[src/pqs_pkg.sv]
// Shared constants and types for the input qualification and pulse alignment block.
//----------------------------------------------------------------------------
// Behaviour
// RULE1 - Input valid per loop only if no unmasked alarm and no disqualify pin; code keeps it valid until the alarm is held a whole disqualify period.
// RULE2 - An asserted disqualify pin removes its mapped inputs as lock targets.
// RULE3 - Pin loss of the used input requests switchover if another valid exists.
// RULE4 - Frame mode: active pulse edge marks next associated clock rise as alignment.
// RULE5 - Frame active edge is rising by default; a setting selects falling.
// RULE6 - Frame inputs from even-second pulse up to 8kHz, paired with a clock.
// RULE7 - Frame pulse source keeps each pulse active at least 10 ns.
// RULE8 - Frame mode associated clock at most 150MHz, integer multiple of pulse.
// RULE9 - Output pulse rate programmable apart; output clock and pulse integer related.
// RULE10 - Loop outputs align to first associated clock rise after its frame pulse.
// RULE11 - Several selectable widths for the generated output pulse.
// RULE12 - With alignment enabled, outputs shift to the loop's selected input clock.
// RULE13 - Sync mode: the sync pulse edge itself is the alignment edge.
// RULE14 - Sync inputs from even-second pulse up to 8kHz align sync and clock outputs.
// RULE15 - Sync pulse source keeps each pulse active at least 10 ns.
// RULE16 - Sync mode associated clock at most 1GHz, integer multiple of pulse.
// RULE17 - Software picks sync output rates integer related to the sync input.
// RULE18 - Sync mode aligns to rising pulse edge by default; setting selects falling.
// RULE19 - Any input may be pulse or clock input, any output pulse or clock.
// RULE20 - Oscillator input unmonitored; failure inferred when all inputs fail together.
// RULE21 - Unmasked alarm held for the whole disqualify period disqualifies the input.
// RULE22 - Requalify after alarms stay clear 2, 4, 8 or 16 disqualify periods.
// RULE23 - Validity per loop and input updates synchronously on the system clock.
// RULE24 - Disqualify pins pass two flip-flops before affecting validity.
//----------------------------------------------------------------------------
package pqs_pkg;

  //--------------------------------------------------------------------------
  // Timing
  //--------------------------------------------------------------------------
  localparam int CLK_NS = 40;
  localparam int TICK_NS = 1250000;
  localparam int TICK_CYCLES = TICK_NS / CLK_NS;

  //--------------------------------------------------------------------------
  // Register offsets and decode kinds
  //--------------------------------------------------------------------------
  localparam logic [7:0] A_STATUS = 8'h00;
  localparam logic [7:0] A_MASK = 8'h04;
  localparam logic [7:0] A_TIMER = 8'h08;
  localparam logic [7:0] A_PINMAP = 8'h0C;
  localparam logic [7:0] A_LOOP = 8'h10;
  localparam logic [7:0] A_OUTMAP = 8'h40;
  localparam logic [3:0] L_CTL = 4'h0;
  localparam logic [3:0] L_DIV = 4'h4;
  localparam logic [3:0] L_STAT = 4'h8;
  localparam logic [3:0] K_NONE = 4'h0;
  localparam logic [3:0] K_STAT = 4'h1;
  localparam logic [3:0] K_MASK = 4'h2;
  localparam logic [3:0] K_TIM = 4'h3;
  localparam logic [3:0] K_PMAP = 4'h4;
  localparam logic [3:0] K_OMAP = 4'h5;
  localparam logic [3:0] K_LCTL = 4'h6;
  localparam logic [3:0] K_LDIV = 4'h7;
  localparam logic [3:0] K_LSTAT = 4'h8;

  //--------------------------------------------------------------------------
  // Field positions and reset values
  //--------------------------------------------------------------------------
  localparam int F_PSEL = 0;
  localparam int F_CSEL = 4;
  localparam int F_SYNC = 8;
  localparam int F_FALL = 9;
  localparam int F_ALIGN = 10;
  localparam int F_PW = 12;
  localparam int F_CUR = 16;
  localparam int F_EN = 24;
  localparam int F_PINDSQ = 8;
  localparam int F_OSC = 31;
  localparam int F_QUAL = 2;
  localparam int F_OKIND = 2;
  localparam logic [31:0] CTL_RST = 32'hFF00_0000;
  localparam logic [31:0] DIV_RST = 32'h0001_0004;
  localparam logic [3:0] TIM_RST = 4'h0;

  //--------------------------------------------------------------------------
  // Timer tables in 1.25 ms ticks, pulse widths in system clocks
  //--------------------------------------------------------------------------
  localparam logic [15:0] DSQ_T0 = 16'h07D0;
  localparam logic [15:0] DSQ_T1 = 16'h0001;
  localparam logic [15:0] DSQ_T2 = 16'h0014;
  localparam logic [15:0] DSQ_T3 = 16'h0028;
  localparam logic [7:0] PW_0 = 8'h01;
  localparam logic [7:0] PW_1 = 8'h04;
  localparam logic [7:0] PW_2 = 8'h10;
  localparam logic [7:0] PW_3 = 8'h40;
  localparam logic [1:0] RESP_OK = 2'h0;
  localparam logic [1:0] RESP_SLVERR = 2'h2;

  typedef enum logic [1:0] {
    AL_IDLE = 2'b01,
    AL_ARMED = 2'b10
  } pqs_align_t;

endpackage

[src/pqs_input_qualify.sv]
// Input qualification, pin disqualification and frame or sync pulse alignment.
`timescale 1ns/1ps
module pqs_input_qualify #(
  parameter int NI = 4,
  parameter int NL = 2,
  parameter int NP = 4,
  parameter int NO = 4,
  parameter int TICK_CYCLES = pqs_pkg::TICK_CYCLES
) (
  // Clock and reset
  input wire logic aclk,
  input wire logic aresetn,
  // AXI4-Lite slave
  input wire logic [7:0] awaddr,
  input wire logic awvalid,
  output logic awready,
  input wire logic [31:0] wdata,
  input wire logic [3:0] wstrb,
  input wire logic wvalid,
  output logic wready,
  output logic [1:0] bresp,
  output logic bvalid,
  input wire logic bready,
  input wire logic [7:0] araddr,
  input wire logic arvalid,
  output logic arready,
  output logic [31:0] rdata,
  output logic [1:0] rresp,
  output logic rvalid,
  input wire logic rready,
  // Monitor alarms, same clock domain
  input wire logic [NI-1:0] alarm_activity,
  input wire logic [NI-1:0] alarm_loss,
  // External pins
  input wire logic [NP-1:0] dsq_pin,
  input wire logic [NI-1:0] ref_input,
  // Qualification results
  output logic [NL*NI-1:0] input_valid,
  output logic [NL-1:0] switchover_req,
  output logic osc_ref_suspect,
  // Alignment outputs
  output logic [NL-1:0] align_pulse,
  output logic [NL-1:0] locked_clock_out,
  output logic [NL-1:0] pulse_signal_out,
  output logic [NO-1:0] ref_output
);

  //--------------------------------------------------------------------------
  // State
  //--------------------------------------------------------------------------
  typedef struct packed {
    logic awready;
    logic wready;
    logic bvalid;
    logic [1:0] bresp;
    logic arready;
    logic rvalid;
    logic [1:0] rresp;
    logic [31:0] rdata;
    logic aw_got;
    logic w_got;
    logic [7:0] waddr;
    logic [31:0] wdata;
    logic [3:0] wstrb;
    logic [2*NI-1:0] mask;
    logic [3:0] tcfg;
    logic [NP*NI-1:0] pinmap;
    logic [NL-1:0][31:0] ctl;
    logic [NL-1:0][31:0] div;
    logic [NO-1:0][3:0] omap;
    logic [15:0] tick_cnt;
    logic tick;
    logic [NI-1:0] mon_dsq;
    logic [NI-1:0][15:0] mon_cnt;
    logic [NI-1:0] pin_dsq;
    logic [NL-1:0][NI-1:0] valid;
    logic [NL-1:0] sw_req;
    logic osc_sus;
    logic [NL-1:0][1:0] al;
    logic [NL-1:0] align;
    logic [NL-1:0][15:0] ecnt;
    logic [NL-1:0][15:0] ccnt;
    logic [NL-1:0][7:0] pwcnt;
    logic [NL-1:0] cko;
    logic [NL-1:0] pso;
    logic [NO-1:0] out;
  } pqs_state_t;

  pqs_state_t s_r;
  pqs_state_t s_nxt;
  logic [NP-1:0] pin_q;
  logic [NI-1:0] ref_q;
  logic [NI-1:0] ref_rise;
  logic [NI-1:0] ref_fall;

  //--------------------------------------------------------------------------
  // Synchronisers
  //--------------------------------------------------------------------------
  // RULE24 two-stage pin sync
  pqs_sync_edge #(.W(NP)) u_pin_sync (
    .aclk(aclk),
    .aresetn(aresetn),
    .d(dsq_pin),
    .q(pin_q),
    .rise(),
    .fall()
  );

  pqs_sync_edge #(.W(NI)) u_ref_sync (
    .aclk(aclk),
    .aresetn(aresetn),
    .d(ref_input),
    .q(ref_q),
    .rise(ref_rise),
    .fall(ref_fall)
  );

  //--------------------------------------------------------------------------
  // Helpers
  //--------------------------------------------------------------------------
  function automatic logic bit_at(input logic [15:0] v, input logic [3:0] idx);
    return v[idx];
  endfunction

  function automatic logic [31:0] wmerge(input logic [31:0] o, input logic [31:0] d,
                                         input logic [3:0] b);
    logic [31:0] r;
    r = o;
    for (int k = 0; k < 4; k++) begin
      if (b[k]) begin
        r[8*k +: 8] = d[8*k +: 8];
      end
    end
    return r;
  endfunction

  // Returns the register kind in the low nibble and the loop index above it.
  function automatic logic [7:0] dec(input logic [7:0] a);
    logic [7:0] r;
    logic [7:0] rel;
    r = {4'h0, pqs_pkg::K_NONE};
    rel = a - pqs_pkg::A_LOOP;
    if (a == pqs_pkg::A_STATUS) r = {4'h0, pqs_pkg::K_STAT};
    else if (a == pqs_pkg::A_MASK) r = {4'h0, pqs_pkg::K_MASK};
    else if (a == pqs_pkg::A_TIMER) r = {4'h0, pqs_pkg::K_TIM};
    else if (a == pqs_pkg::A_PINMAP) r = {4'h0, pqs_pkg::K_PMAP};
    else if (a == pqs_pkg::A_OUTMAP) r = {4'h0, pqs_pkg::K_OMAP};
    else if (a >= pqs_pkg::A_LOOP && 32'(rel[7:4]) < NL) begin
      if (rel[3:0] == pqs_pkg::L_CTL) r = {rel[7:4], pqs_pkg::K_LCTL};
      else if (rel[3:0] == pqs_pkg::L_DIV) r = {rel[7:4], pqs_pkg::K_LDIV};
      else if (rel[3:0] == pqs_pkg::L_STAT) r = {rel[7:4], pqs_pkg::K_LSTAT};
    end
    return r;
  endfunction

  function automatic logic [15:0] dsq_ticks(input logic [1:0] c);
    case (c)
      2'h0: return pqs_pkg::DSQ_T0;
      2'h1: return pqs_pkg::DSQ_T1;
      2'h2: return pqs_pkg::DSQ_T2;
      default: return pqs_pkg::DSQ_T3;
    endcase
  endfunction

  function automatic logic [7:0] pw_cycles(input logic [1:0] c);
    case (c)
      2'h0: return pqs_pkg::PW_0;
      2'h1: return pqs_pkg::PW_1;
      2'h2: return pqs_pkg::PW_2;
      default: return pqs_pkg::PW_3;
    endcase
  endfunction

  //--------------------------------------------------------------------------
  // Next state
  //--------------------------------------------------------------------------
  always_comb begin
    logic [7:0] d;
    logic [31:0] w;
    logic [15:0] dq;
    logic [15:0] qt;
    logic act;
    logic edge_hit;
    logic clk_hit;
    logic [3:0] cur;
    logic [NI-1:0] others;
    d = '0;
    w = '0;
    dq = '0;
    qt = '0;
    act = 1'b0;
    edge_hit = 1'b0;
    clk_hit = 1'b0;
    cur = '0;
    others = '0;
    s_nxt = s_r;

    // Bus write channels are taken in either order.
    if (awvalid && s_r.awready) begin
      s_nxt.aw_got = 1'b1;
      s_nxt.waddr = awaddr;
    end
    if (wvalid && s_r.wready) begin
      s_nxt.w_got = 1'b1;
      s_nxt.wdata = wdata;
      s_nxt.wstrb = wstrb;
    end
    if (s_r.bvalid && bready) begin
      s_nxt.bvalid = 1'b0;
    end
    if (s_nxt.aw_got && s_nxt.w_got && !s_nxt.bvalid) begin
      d = dec(s_nxt.waddr);
      s_nxt.bresp = pqs_pkg::RESP_OK;
      case (d[3:0])
        pqs_pkg::K_MASK: begin
          w = wmerge(32'(s_r.mask), s_nxt.wdata, s_nxt.wstrb);
          s_nxt.mask = w[2*NI-1:0];
        end
        pqs_pkg::K_TIM: begin
          w = wmerge(32'(s_r.tcfg), s_nxt.wdata, s_nxt.wstrb);
          s_nxt.tcfg = w[3:0];
        end
        pqs_pkg::K_PMAP: begin
          w = wmerge(32'(s_r.pinmap), s_nxt.wdata, s_nxt.wstrb);
          s_nxt.pinmap = w[NP*NI-1:0];
        end
        pqs_pkg::K_OMAP: begin
          w = wmerge(32'(s_r.omap), s_nxt.wdata, s_nxt.wstrb);
          s_nxt.omap = w[4*NO-1:0];
        end
        pqs_pkg::K_LCTL: begin
          s_nxt.ctl[d[7:4]] = wmerge(s_r.ctl[d[7:4]], s_nxt.wdata, s_nxt.wstrb);
        end
        pqs_pkg::K_LDIV: begin
          s_nxt.div[d[7:4]] = wmerge(s_r.div[d[7:4]], s_nxt.wdata, s_nxt.wstrb);
        end
        pqs_pkg::K_STAT, pqs_pkg::K_LSTAT: begin
        end
        default: begin
          s_nxt.bresp = pqs_pkg::RESP_SLVERR;
        end
      endcase
      s_nxt.bvalid = 1'b1;
      s_nxt.aw_got = 1'b0;
      s_nxt.w_got = 1'b0;
    end
    s_nxt.awready = !s_nxt.aw_got && !s_nxt.bvalid;
    s_nxt.wready = !s_nxt.w_got && !s_nxt.bvalid;

    // Read channel answers one cycle after the address is taken.
    if (s_r.rvalid && rready) begin
      s_nxt.rvalid = 1'b0;
    end
    if (arvalid && s_r.arready) begin
      d = dec(araddr);
      s_nxt.rdata = '0;
      s_nxt.rresp = pqs_pkg::RESP_OK;
      case (d[3:0])
        pqs_pkg::K_STAT: begin
          s_nxt.rdata = 32'(s_r.mon_dsq) | (32'(s_r.pin_dsq) << pqs_pkg::F_PINDSQ);
          s_nxt.rdata[pqs_pkg::F_OSC] = s_r.osc_sus;
        end
        pqs_pkg::K_MASK: s_nxt.rdata = 32'(s_r.mask);
        pqs_pkg::K_TIM: s_nxt.rdata = 32'(s_r.tcfg);
        pqs_pkg::K_PMAP: s_nxt.rdata = 32'(s_r.pinmap);
        pqs_pkg::K_OMAP: s_nxt.rdata = 32'(s_r.omap);
        pqs_pkg::K_LCTL: s_nxt.rdata = s_r.ctl[d[7:4]];
        pqs_pkg::K_LDIV: s_nxt.rdata = s_r.div[d[7:4]];
        pqs_pkg::K_LSTAT: s_nxt.rdata = 32'(s_r.valid[d[7:4]]);
        default: s_nxt.rresp = pqs_pkg::RESP_SLVERR;
      endcase
      s_nxt.rvalid = 1'b1;
    end
    s_nxt.arready = !s_nxt.rvalid;

    // Base tick of 1.25 ms for the qualification timers.
    s_nxt.tick = 1'b0;
    if (32'(s_r.tick_cnt) >= TICK_CYCLES - 1) begin
      s_nxt.tick_cnt = '0;
      s_nxt.tick = 1'b1;
    end else begin
      s_nxt.tick_cnt = s_r.tick_cnt + 16'h0001;
    end

    dq = dsq_ticks(s_r.tcfg[1:0]);
    case (s_r.tcfg[pqs_pkg::F_QUAL +: 2])
      2'h0: qt = 16'(dq << 2);
      2'h1: qt = 16'(dq << 1);
      2'h2: qt = 16'(dq << 3);
      default: qt = 16'(dq << 4);
    endcase

    for (int i = 0; i < NI; i++) begin
      act = (alarm_activity[i] & ~s_r.mask[2*i]) | (alarm_loss[i] & ~s_r.mask[2*i+1]);
      if (!s_r.mon_dsq[i]) begin
        // RULE21 disqualify on held alarm
        if (!act) begin
          s_nxt.mon_cnt[i] = '0;
        end else if (s_r.tick) begin
          if (s_r.mon_cnt[i] + 16'h0001 >= dq) begin
            s_nxt.mon_dsq[i] = 1'b1;
            s_nxt.mon_cnt[i] = '0;
          end else begin
            s_nxt.mon_cnt[i] = s_r.mon_cnt[i] + 16'h0001;
          end
        end
      end else begin
        // RULE22 requalify after clear
        if (act) begin
          s_nxt.mon_cnt[i] = '0;
        end else if (s_r.tick) begin
          if (s_r.mon_cnt[i] + 16'h0001 >= qt) begin
            s_nxt.mon_dsq[i] = 1'b0;
            s_nxt.mon_cnt[i] = '0;
          end else begin
            s_nxt.mon_cnt[i] = s_r.mon_cnt[i] + 16'h0001;
          end
        end
      end
      // RULE2 pin disqualify map
      s_nxt.pin_dsq[i] = 1'b0;
      for (int p = 0; p < NP; p++) begin
        if (pin_q[p] && s_r.pinmap[p*NI+i]) begin
          s_nxt.pin_dsq[i] = 1'b1;
        end
      end
    end

    // RULE20 all inputs failed
    s_nxt.osc_sus = &s_nxt.mon_dsq;

    for (int l = 0; l < NL; l++) begin
      // RULE1 RULE23 per-loop validity
      for (int i = 0; i < NI; i++) begin
        s_nxt.valid[l][i] = s_r.ctl[l][pqs_pkg::F_EN+i] & ~s_nxt.mon_dsq[i]
                            & ~s_nxt.pin_dsq[i];
      end
      // RULE3 switchover on pin loss
      cur = s_r.ctl[l][pqs_pkg::F_CUR +: 4];
      others = s_nxt.valid[l] & ~NI'(16'h0001 << cur);
      s_nxt.sw_req[l] = bit_at(16'(s_nxt.pin_dsq), cur) & ~bit_at(16'(s_r.pin_dsq), cur)
                        & (|others);

      // RULE19 selectable pulse and clock inputs
      // RULE5 RULE18 edge polarity
      edge_hit = s_r.ctl[l][pqs_pkg::F_FALL]
               ? bit_at(16'(ref_fall), s_r.ctl[l][pqs_pkg::F_PSEL +: 4])
               : bit_at(16'(ref_rise), s_r.ctl[l][pqs_pkg::F_PSEL +: 4]);
      clk_hit = bit_at(16'(ref_rise), s_r.ctl[l][pqs_pkg::F_CSEL +: 4]);
      s_nxt.align[l] = 1'b0;
      if (!s_r.ctl[l][pqs_pkg::F_ALIGN]) begin
        s_nxt.al[l] = pqs_pkg::AL_IDLE;
      end else if (s_r.ctl[l][pqs_pkg::F_SYNC]) begin
        // RULE13 RULE14 sync edge aligns
        s_nxt.al[l] = pqs_pkg::AL_IDLE;
        s_nxt.align[l] = edge_hit;
      end else begin
        // RULE4 RULE6 RULE10 frame arms, clock aligns
        case (s_r.al[l])
          pqs_pkg::AL_IDLE: begin
            if (edge_hit) s_nxt.al[l] = pqs_pkg::AL_ARMED;
          end
          pqs_pkg::AL_ARMED: begin
            if (clk_hit) begin
              s_nxt.align[l] = 1'b1;
              s_nxt.al[l] = edge_hit ? pqs_pkg::AL_ARMED : pqs_pkg::AL_IDLE;
            end
          end
          default: s_nxt.al[l] = pqs_pkg::AL_IDLE;
        endcase
      end

      if (s_r.pwcnt[l] != 8'h00) begin
        s_nxt.pwcnt[l] = s_r.pwcnt[l] - 8'h01;
      end
      // RULE12 outputs shift on alignment
      if (s_nxt.align[l]) begin
        s_nxt.ecnt[l] = '0;
        s_nxt.ccnt[l] = '0;
        s_nxt.cko[l] = 1'b1;
        s_nxt.pwcnt[l] = pw_cycles(s_r.ctl[l][pqs_pkg::F_PW +: 2]);
      end else if (clk_hit) begin
        // RULE9 output rates from divider
        if (s_r.ecnt[l] + 16'h0001 >= s_r.div[l][15:0]) begin
          s_nxt.ecnt[l] = '0;
          // RULE11 selectable pulse width
          s_nxt.pwcnt[l] = pw_cycles(s_r.ctl[l][pqs_pkg::F_PW +: 2]);
        end else begin
          s_nxt.ecnt[l] = s_r.ecnt[l] + 16'h0001;
        end
        if (s_r.ccnt[l] + 16'h0001 >= s_r.div[l][31:16]) begin
          s_nxt.ccnt[l] = '0;
          s_nxt.cko[l] = ~s_r.cko[l];
        end else begin
          s_nxt.ccnt[l] = s_r.ccnt[l] + 16'h0001;
        end
      end
      s_nxt.pso[l] = s_nxt.pwcnt[l] != 8'h00;
    end

    // RULE19 output routing
    for (int o = 0; o < NO; o++) begin
      s_nxt.out[o] = s_nxt.omap[o][pqs_pkg::F_OKIND]
                   ? bit_at(16'(s_nxt.pso), {2'h0, s_nxt.omap[o][1:0]})
                   : bit_at(16'(s_nxt.cko), {2'h0, s_nxt.omap[o][1:0]});
    end
  end

  //--------------------------------------------------------------------------
  // Registers
  //--------------------------------------------------------------------------
  always_ff @(posedge aclk) begin
    if (!aresetn) begin
      s_r <= '0;
      s_r.tcfg <= pqs_pkg::TIM_RST;
      for (int l = 0; l < NL; l++) begin
        s_r.ctl[l] <= pqs_pkg::CTL_RST;
        s_r.div[l] <= pqs_pkg::DIV_RST;
        s_r.al[l] <= pqs_pkg::AL_IDLE;
      end
    end else begin
      s_r <= s_nxt;
    end
  end

  assign awready = s_r.awready;
  assign wready = s_r.wready;
  assign bvalid = s_r.bvalid;
  assign bresp = s_r.bresp;
  assign arready = s_r.arready;
  assign rvalid = s_r.rvalid;
  assign rresp = s_r.rresp;
  assign rdata = s_r.rdata;
  assign input_valid = s_r.valid;
  assign switchover_req = s_r.sw_req;
  assign osc_ref_suspect = s_r.osc_sus;
  assign align_pulse = s_r.align;
  assign locked_clock_out = s_r.cko;
  assign pulse_signal_out = s_r.pso;
  assign ref_output = s_r.out;

endmodule // pqs_input_qualify

[src/pqs_sync_edge.sv]
// Two-stage pin synchroniser with edge detection on the settled copy.
`timescale 1ns/1ps
module pqs_sync_edge #(
  parameter int W = 4
) (
  // Clock and reset
  input wire logic aclk,
  input wire logic aresetn,
  // Asynchronous inputs
  input wire logic [W-1:0] d,
  // Synchronised level and edges
  output logic [W-1:0] q,
  output logic [W-1:0] rise,
  output logic [W-1:0] fall
);
  logic [W-1:0] s1_r;
  logic [W-1:0] s2_r;
  logic [W-1:0] s3_r;

  always_ff @(posedge aclk) begin
    if (!aresetn) begin
      s1_r <= '0;
      s2_r <= '0;
      s3_r <= '0;
    end else begin
      s1_r <= d;
      s2_r <= s1_r;
      s3_r <= s2_r;
    end
  end

  // Only the second and third stages feed logic, never the first.
  assign q = s2_r;
  assign rise = s2_r & ~s3_r;
  assign fall = ~s2_r & s3_r;
endmodule // pqs_sync_edge

[config.mk]
export PLATFORM = sky130hd
export DESIGN_NAME = pqs_input_qualify
export DESIGN_NICKNAME = d
export VERILOG_FILES = /design/src/pqs_pkg.sv /design/src/pqs_input_qualify.sv /design/src/pqs_sync_edge.sv
export SDC_FILE = /design/constraint.sdc
export NUM_CORES = 1
export LEC_CHECK = 0
export BUFFER_PORTS_ARGS = -buffer_cell sky130_fd_sc_hd__buf_2
export CAP_MARGIN = 5
export CORE_AREA = 2 2 208 231
export CTS_BUF_LIST = sky130_fd_sc_hd__clkbuf_8
export DETAILED_ROUTE_END_ITERATION = 8
export DIE_AREA = 0 0 210 233
export HOLD_SLACK_MARGIN = 0.03
export PLACE_DENSITY = 0.77
export RECOVER_POWER = 25
export SETUP_SLACK_MARGIN = 0.3
export SLEW_MARGIN = 5
export SYNTH_ARGS = -nofsm -noshare
export SYNTH_HDL_FRONTEND = slang
export SYNTH_SLANG_ARGS = --single-unit
[constraint.sdc]
create_clock -name aclk -period 5.61 [get_ports aclk]
set_input_delay 0.2805 -clock aclk [delete_from_list [all_inputs] [get_ports aclk]]
set_output_delay 0.2805 -clock aclk [all_outputs]
set_load 0.1 [all_outputs]
Yosys cells after proc, flatten, opt, wreduce, memory -nomap -nowiden
Index checks and enable logic that the tools add are counted.
{"block": "op_classes", "add_sub_neg": 13, "order_cmp": 30, "eq_ne": 52, "n_shift": 2, "n_mux": 227, "bitwise": 64, "reduce_logical": 69}
{"operator": "2-to-1 mux 16 bit", "n": 32}
{"operator": "2-to-1 mux 8 bit", "n": 54}
{"operator": "2-to-1 mux 32 bit", "n": 9}
{"operator": "case mux 32 bit (8 select lines)", "n": 1}
{"operator": "greater-or-equal comparator 16 bit", "n": 12}
{"operator": "adder 16 x 1 -> 16 bit, second input constant", "n": 9}
{"operator": "bitwise mux 64 bit", "n": 2}
{"operator": "2-to-1 mux 1 bit", "n": 87}
{"operator": "case mux 16 bit (3 select lines)", "n": 1}
{"operator": "case mux 7 bit (3 select lines)", "n": 2}
{"operator": "binary-select mux 1 bit (select 4 bit)", "n": 10}
{"operator": "equality test 4 x 3 -> 1 bit, second input constant", "n": 10}
{"operator": "2-to-1 mux 36 bit", "n": 1}
{"operator": "2-to-1 mux 35 bit", "n": 1}
{"operator": "case mux 11 bit (3 select lines)", "n": 1}
{"operator": "demux 32 bit (select 1 bit)", "n": 1}
{"operator": "equality test 8 x 4 -> 1 bit, second input constant", "n": 4}
{"operator": "nonzero test 8 bit", "n": 4}
{"operator": "< comparator 4 x 5 -> 1 bit, second input constant", "n": 6}
{"operator": "2-to-1 mux 15 bit", "n": 2}
{"operator": "bitwise AND 1 bit", "n": 28}
{"operator": "logical AND 1 bit", "n": 28}
{"operator": "inverter 1 bit", "n": 23}
{"operator": "< comparator 2 x 5 -> 1 bit, second input constant", "n": 4}
{"operator": "other kinds (38)", "n": 125}
{"block": "totals", "reg_bits": 473, "word_cells": 515}

Depth between registers and ports, before layout
{"block": "depth", "depth_word": 20, "depth_mapped": 17, "mapped_depth_nobuf": 16}

Hierarchy
Synthesis repeated with hierarchy kept, for this count alone.
{"block": "unflattened", "cells_unflattened": 3323, "area_unflattened_um2": 28192.0}
{"module": "pqs_input_qualify", "n_inst": 1, "cells_per_inst": 3257, "area_per_inst_um2": 27418.8, "seq_area_each_um2": 9028.7}
{"module": "pqs_sync_edge", "n_inst": 2, "cells_per_inst": 33, "area_per_inst_um2": 386.6, "seq_area_each_um2": 240.2}

Least setup slack after synthesis
Ideal clock, no wire load.
{"block": "synth_path", "path_kind": "reg-to-reg", "start": "register s_r[354] (netlist name)", "end": "register s_r[145] (netlist name)", "setup_time_ps": 74, "arrival_time_ps": 3917, "t_required_ps": 5536, "setup_slack_ps": 1619, "stages_incl_launch_ff": 16, "period_less_slack_ps": 3991, "path_cell_list": "dfxtp_1 clkbuf_1 nor2_1 inv_1 nor2_1 a21oi_1 ha_1 and4_1 a221oi_1 a21oi_1 a311oi_1 or4b_2 a21oi_2 buf_4 nand2_1 a31oi_1"}
{"block": "synth_via", "elab_chain_cells": 8, "word_cells_on_any_way": 14, "cone_classes": "order compare: 2; eq/ne: 2; mux: 9; reduce/logical: 1"}
{"item": "start: declaration", "line": "pqs_input_qualify.sv:89", "rtl": "pqs_state_t s_r;"}
{"item": "start signal: assignment", "line": "pqs_input_qualify.sv:422", "rtl": "s_r <= s_nxt;"}
{"item": "equality test 2 bit (tied with other cells)", "line": "pqs_input_qualify.sv:157", "rtl": "case (c)"}
{"item": "case mux 11 bit (3 select lines) (*)", "line": "pqs_input_qualify.sv:157"}
{"item": "case mux 16 bit (3 select lines)", "line": "pqs_input_qualify.sv:286", "rtl": "case (s_r.tcfg[pqs_pkg::F_QUAL +: 2])"}
{"item": "greater-or-equal comparator 16 bit", "line": "pqs_input_qualify.sv:312", "rtl": "if (s_r.mon_cnt[i] + 16'h0001 >= qt) begin"}
{"item": "2-to-1 mux 16 bit", "line": "pqs_input_qualify.sv:312"}
{"item": "2-to-1 mux 16 bit", "line": "pqs_input_qualify.sv:311", "rtl": "end else if (s_r.tick) begin"}
{"item": "2-to-1 mux 16 bit", "line": "pqs_input_qualify.sv:309", "rtl": "if (act) begin"}
{"item": "2-to-1 mux 16 bit (*)", "line": "pqs_input_qualify.sv:295", "rtl": "if (!s_r.mon_dsq[i]) begin"}
Mark *: on every way between the ends. The rest lies on a longest branch, timed or not. The select of a mux whose other input is x is not followed.
A chain may end at the register's enable or synchronous reset.

Final worst setup path
{"block": "layout_path", "start": "register s_r[354] (netlist name)", "end": "register s_r[147] (netlist name)"}
Same word-level chain as after synthesis.

==> results.sh <==
export IMPL_outcome="complete, but fails checks"
export IMPL_failed_checks="capacitance limit, slew limit"
export IMPL_cts_tree="built"
export IMPL_fin_crit_ns=4.80
export IMPL_internal_power_mw=5.57
export IMPL_rsz0062_at_grt="false"
export IMPL_fin_nets=3601
export IMPL_grt_max_degree=118
export IMPL_combPwrFrac_pct=14.3
export IMPL_switchingPower_mw=2.30
export IMPL_die_y_microns=233
export IMPL_grt_ovfl_total=0
export IMPL_diodes=0
export IMPL_clkSlewWorstSetupHoldPaths_ns=0.06
export IMPL_die_x_microns=210
export IMPL_start_kind="flop"
export IMPL_avgSynthCellArea_sq_um=8.29
export IMPL_numCtsBuffers=80
export IMPL_grt_util_met3_pct=6.03
export IMPL_area_delta_synth_final_pct=9.59
export IMPL_ys_ff_latch=471
export IMPL_period_share_pct=85.5
export IMPL_worst_pin_slew_ns=3.07
export IMPL_drc=0
export IMPL_fmax_mhz=209
export IMPL_power_total_mw=7.87
export IMPL_post_cts_buffers=0
export IMPL_hold_class="input pin to flop"
export IMPL_ys_seq_area_share_pct=34.6
export IMPL_synth_edf_count=0
export IMPL_maxSlewViolCount=58
export IMPL_antenna_found_initial=3
export IMPL_synthCells=3289
export IMPL_grt_pass1_vias=24800
export IMPL_setup_viol=0
export IMPL_grt_pass1_wl_mm=130
export IMPL_pwr_share_seq_pct=45.1
export IMPL_place_gp_congestion=0.967
export IMPL_htreeDepth=3
export IMPL_postRouteAntennaNets=0
export IMPL_wl_per_cell_microns=20.8
export IMPL_drtIter0Drc=2372
export IMPL_ys_async_sr_fraction_pct=0
export IMPL_use_met2_pct=56.2
export IMPL_max_clock_path_buffers=3
export IMPL_end_kind="flop"
export IMPL_powerDensity_mw_per_mm2=263
export IMPL_yosysWarningCount=0
export IMPL_synth_cell_type_count=88
export IMPL_vias=25700
export IMPL_finalHoldViolCount=0
export IMPL_whs_ns=0.0698
export IMPL_grt_use_total_pct=33.3
export IMPL_critPathMaxFanout=18
export IMPL_core_area_sq_mm=0.0464
export IMPL_busiest_layer="met2"
export IMPL_dieArea_sq_mm=0.0489
export IMPL_crit_required_ns=6.18
export IMPL_finClkSkew_ns=0.0359
export IMPL_drive_gt1_share_pct=9.48
export IMPL_start_util_pct=58.7
export IMPL_syn_area_sq_mm=0.0273
export IMPL_clock_tree_root_cell="clkbuf_8"
export IMPL_port_buffers=134
export IMPL_dr_pass1_iters=9
export IMPL_fin_tns_setup_ns=0
export IMPL_crit_type="flop to flop"
export IMPL_grtUsageMet1_pct=39.6
export IMPL_vdd_drop_max_v=0.000246
export IMPL_rows=83
export IMPL_leakage_nw=12.2
export IMPL_cap_violations=1
export IMPL_avgViaCountPerCell=6.41
export IMPL_pwr_share_clk_pct=40.6
export IMPL_slew_limit_headroom_pct=-105
export IMPL_arrival_ns=5.36
export IMPL_cts_sinks=471
export IMPL_swShare_pct=29.2
export IMPL_dpl_hpwl_mm=59.0
export IMPL_clkLatencyLatePin_ns=0.69
export IMPL_ios=137
export IMPL_synth_ff_type="dfxtp_1"
export IMPL_totalWireLength_mm=83.1
## synth_stat cells (8+ instances only)
master / number / share of area (%)
a211oi_1: 42 / 1.2
a21o_1: 21 / 0.58
a21oi_1: 186 / 3.4
a221oi_1: 13 / 0.42
a222oi_1: 9 / 0.33
a22o_1: 29 / 0.93
a22oi_1: 38 / 1.0
a31o_2: 39 / 1.3
a31oi_1: 35 / 0.80
and2_1: 51 / 1.2
and3_1: 58 / 1.3
and4_1: 15 / 0.48
buf_1: 26 / 0.36
buf_2: 13 / 0.24
buf_4: 59 / 1.6
clkbuf_1: 139 / 1.9
dfxtp_1: 471 / 35
ha_1: 179 / 8.2
inv_1: 127 / 1.7
mux2_2: 22 / 0.91
mux2i_1: 106 / 3.9
nand2_1: 299 / 4.1
nand2b_1: 20 / 0.46
nand3_1: 188 / 3.5
nand3b_1: 37 / 1.0
nand4_1: 30 / 0.69
nor2_1: 263 / 3.6
nor2b_1: 16 / 0.37
nor3_1: 68 / 1.2
nor3b_1: 10 / 0.28
nor4_1: 23 / 0.53
o211ai_1: 21 / 0.58
o21a_1: 9 / 0.25
o21ai_0: 183 / 3.4
o21ai_1: 52 / 0.95
o221ai_1: 30 / 0.96
o22ai_1: 8 / 0.18
o311ai_1: 8 / 0.26
o31ai_1: 27 / 0.74
or3_1: 25 / 0.57
or4_1: 8 / 0.22
xnor2_1: 68 / 2.2
xor2_1: 89 / 2.9
## state kept, by name (all words and copies together) (netlist names), 2 cells and up
register / flops
u_pin_sync.s1_r: 4
u_ref_sync.s1_r: 4
u_pin_sync.q: 4
locked_clock_out: 2
rdata: 32
u_ref_sync.s3_r: 4
input_valid: 8
switchover_req: 2
pulse_signal_out: 2
u_ref_sync.q: 4
s_r: 391
align_pulse: 2
ref_output: 4
## layout by cell type, fill, tap and decap left out, types with 21 or more instances in the layout
| cell | n |
|---|---|
| dfxtp_1 | 471 |
| nand2_1 | 298 |
| nor2_1 | 263 |
| nand3_1 | 188 |
| a21oi_1 | 186 |
| o21ai_0 | 183 |
| ha_1 | 179 |
| inv_1 | 153 |
| mux2i_1 | 104 |
| clkbuf_8 | 100 |
| xor2_1 | 89 |
| buf_2 | 74 |
| xnor2_1 | 68 |
| nor3_1 | 66 |
| clkbuf_1 | 61 |
| and3_1 | 58 |
| o21ai_1 | 52 |
| dlygate4sd3_1 | 43 |
| a211oi_1 | 42 |
| and2_1 | 39 |
| a31o_2 | 39 |
| a22oi_1 | 38 |
| nand3b_1 | 37 |
| a31oi_1 | 35 |
| buf_4 | 34 |
| nand4_1 | 30 |
| o221ai_1 | 30 |
| a22o_1 | 29 |
| o31ai_1 | 27 |
| or3_1 | 25 |
| nor4_1 | 23 |
| mux2_2 | 22 |
| o211ai_1 | 21 |
## per-stage QoR
step	setup WS, ns	instances	utilization, %	cell area [sq um]
3_5_place_dp	0.952	3817	60.1	27900
5_1_grt	0.448	4003	64.4	29900
4_1_cts	0.936	4003	64.6	30000
2_1_floorplan	1.62	3291	-	27300
6_report	0.815	4003	64.4	29900
3_3_place_gp	0.997	3817	60.1	27900
## final timing paths
| kind | from | end | slack (ns) | cells past startpoint |
|---|---|---|---|---|
| min | wdata[17] | s_r[387] | 0.07 | 3 |
| min reg2reg | s_r[411] | awready | 0.43 | 1 |
| max | s_r[354] | s_r[147] | 0.81 | 13 |
| max reg2reg | s_r[354] | s_r[147] | 0.81 | 13 |
## critical path, cell delays in order, from the launching register on
cell and delay [ns]:
dfxtp_1 0.73, nand2_1 0.50, inv_1 0.14, nand2_1 0.06
o211ai_1 0.11, o21ai_0 0.30, ha_1 0.41, a21o_1 0.20
or3_1 0.30, a311oi_1 0.30, or4b_2 0.67, a21oi_2 0.57
o21ai_0 0.19, a31oi_1 0.20
## power by group through the flow
| stage | clock [mW] | sequential (mW) | combinational (mW) |
|---|---|---|---|
| 2_1_floorplan | 0 | 3.61 | 0.833 |
| 3_3_place_gp | 0 | 3.61 | 1.05 |
| 3_5_place_dp | 0 | 3.61 | 1.09 |
| 4_1_cts | 3.22 | 3.54 | 1.12 |
| 5_1_grt | 3.38 | 3.56 | 1.22 |
| 6_report | 3.19 | 3.55 | 1.13 |
## logic make-up after synthesis
family	Yosys count	share of synthesized area (%)
buffers and inverters	367	6.01
xor gates and xnor gates	157	5.04
other	1	0.0138
muxes	137	5.46
AOI/OAI and AO/OA	840	20.3
adders and majority gates	179	8.21
and+or+nand+nor	1137	20.4
DFF	471	34.6
## final cells by class
type | instances | area, sq um
Clock buffer | 100 | 1380
Clock inverter | 43 | 267
Fill cell | 3892 | 16500
Inverter | 127 | 479
Multi-Input combinational cell | 2453 | 16300
Sequential cell | 471 | 9430
Tap cell | 595 | 744
Timing Repair Buffer | 214 | 1330
## what timing repair did
action | 4_1_cts | 5_1_grt
gates resized for setup | 0 | 0
hold buffers | 43 | 0
hold endpoints to repair | 45 | 0
endpoints found under the setup margin | 0 | 0
## per-layer routing
layer,vias up,part of all wire [%]
met4,4,5.8
li1,12000,-
met1,12200,40
met5,-,0.028
met3,282,8.0
met2,1135,47
Power figures use the tool's default switching activity.
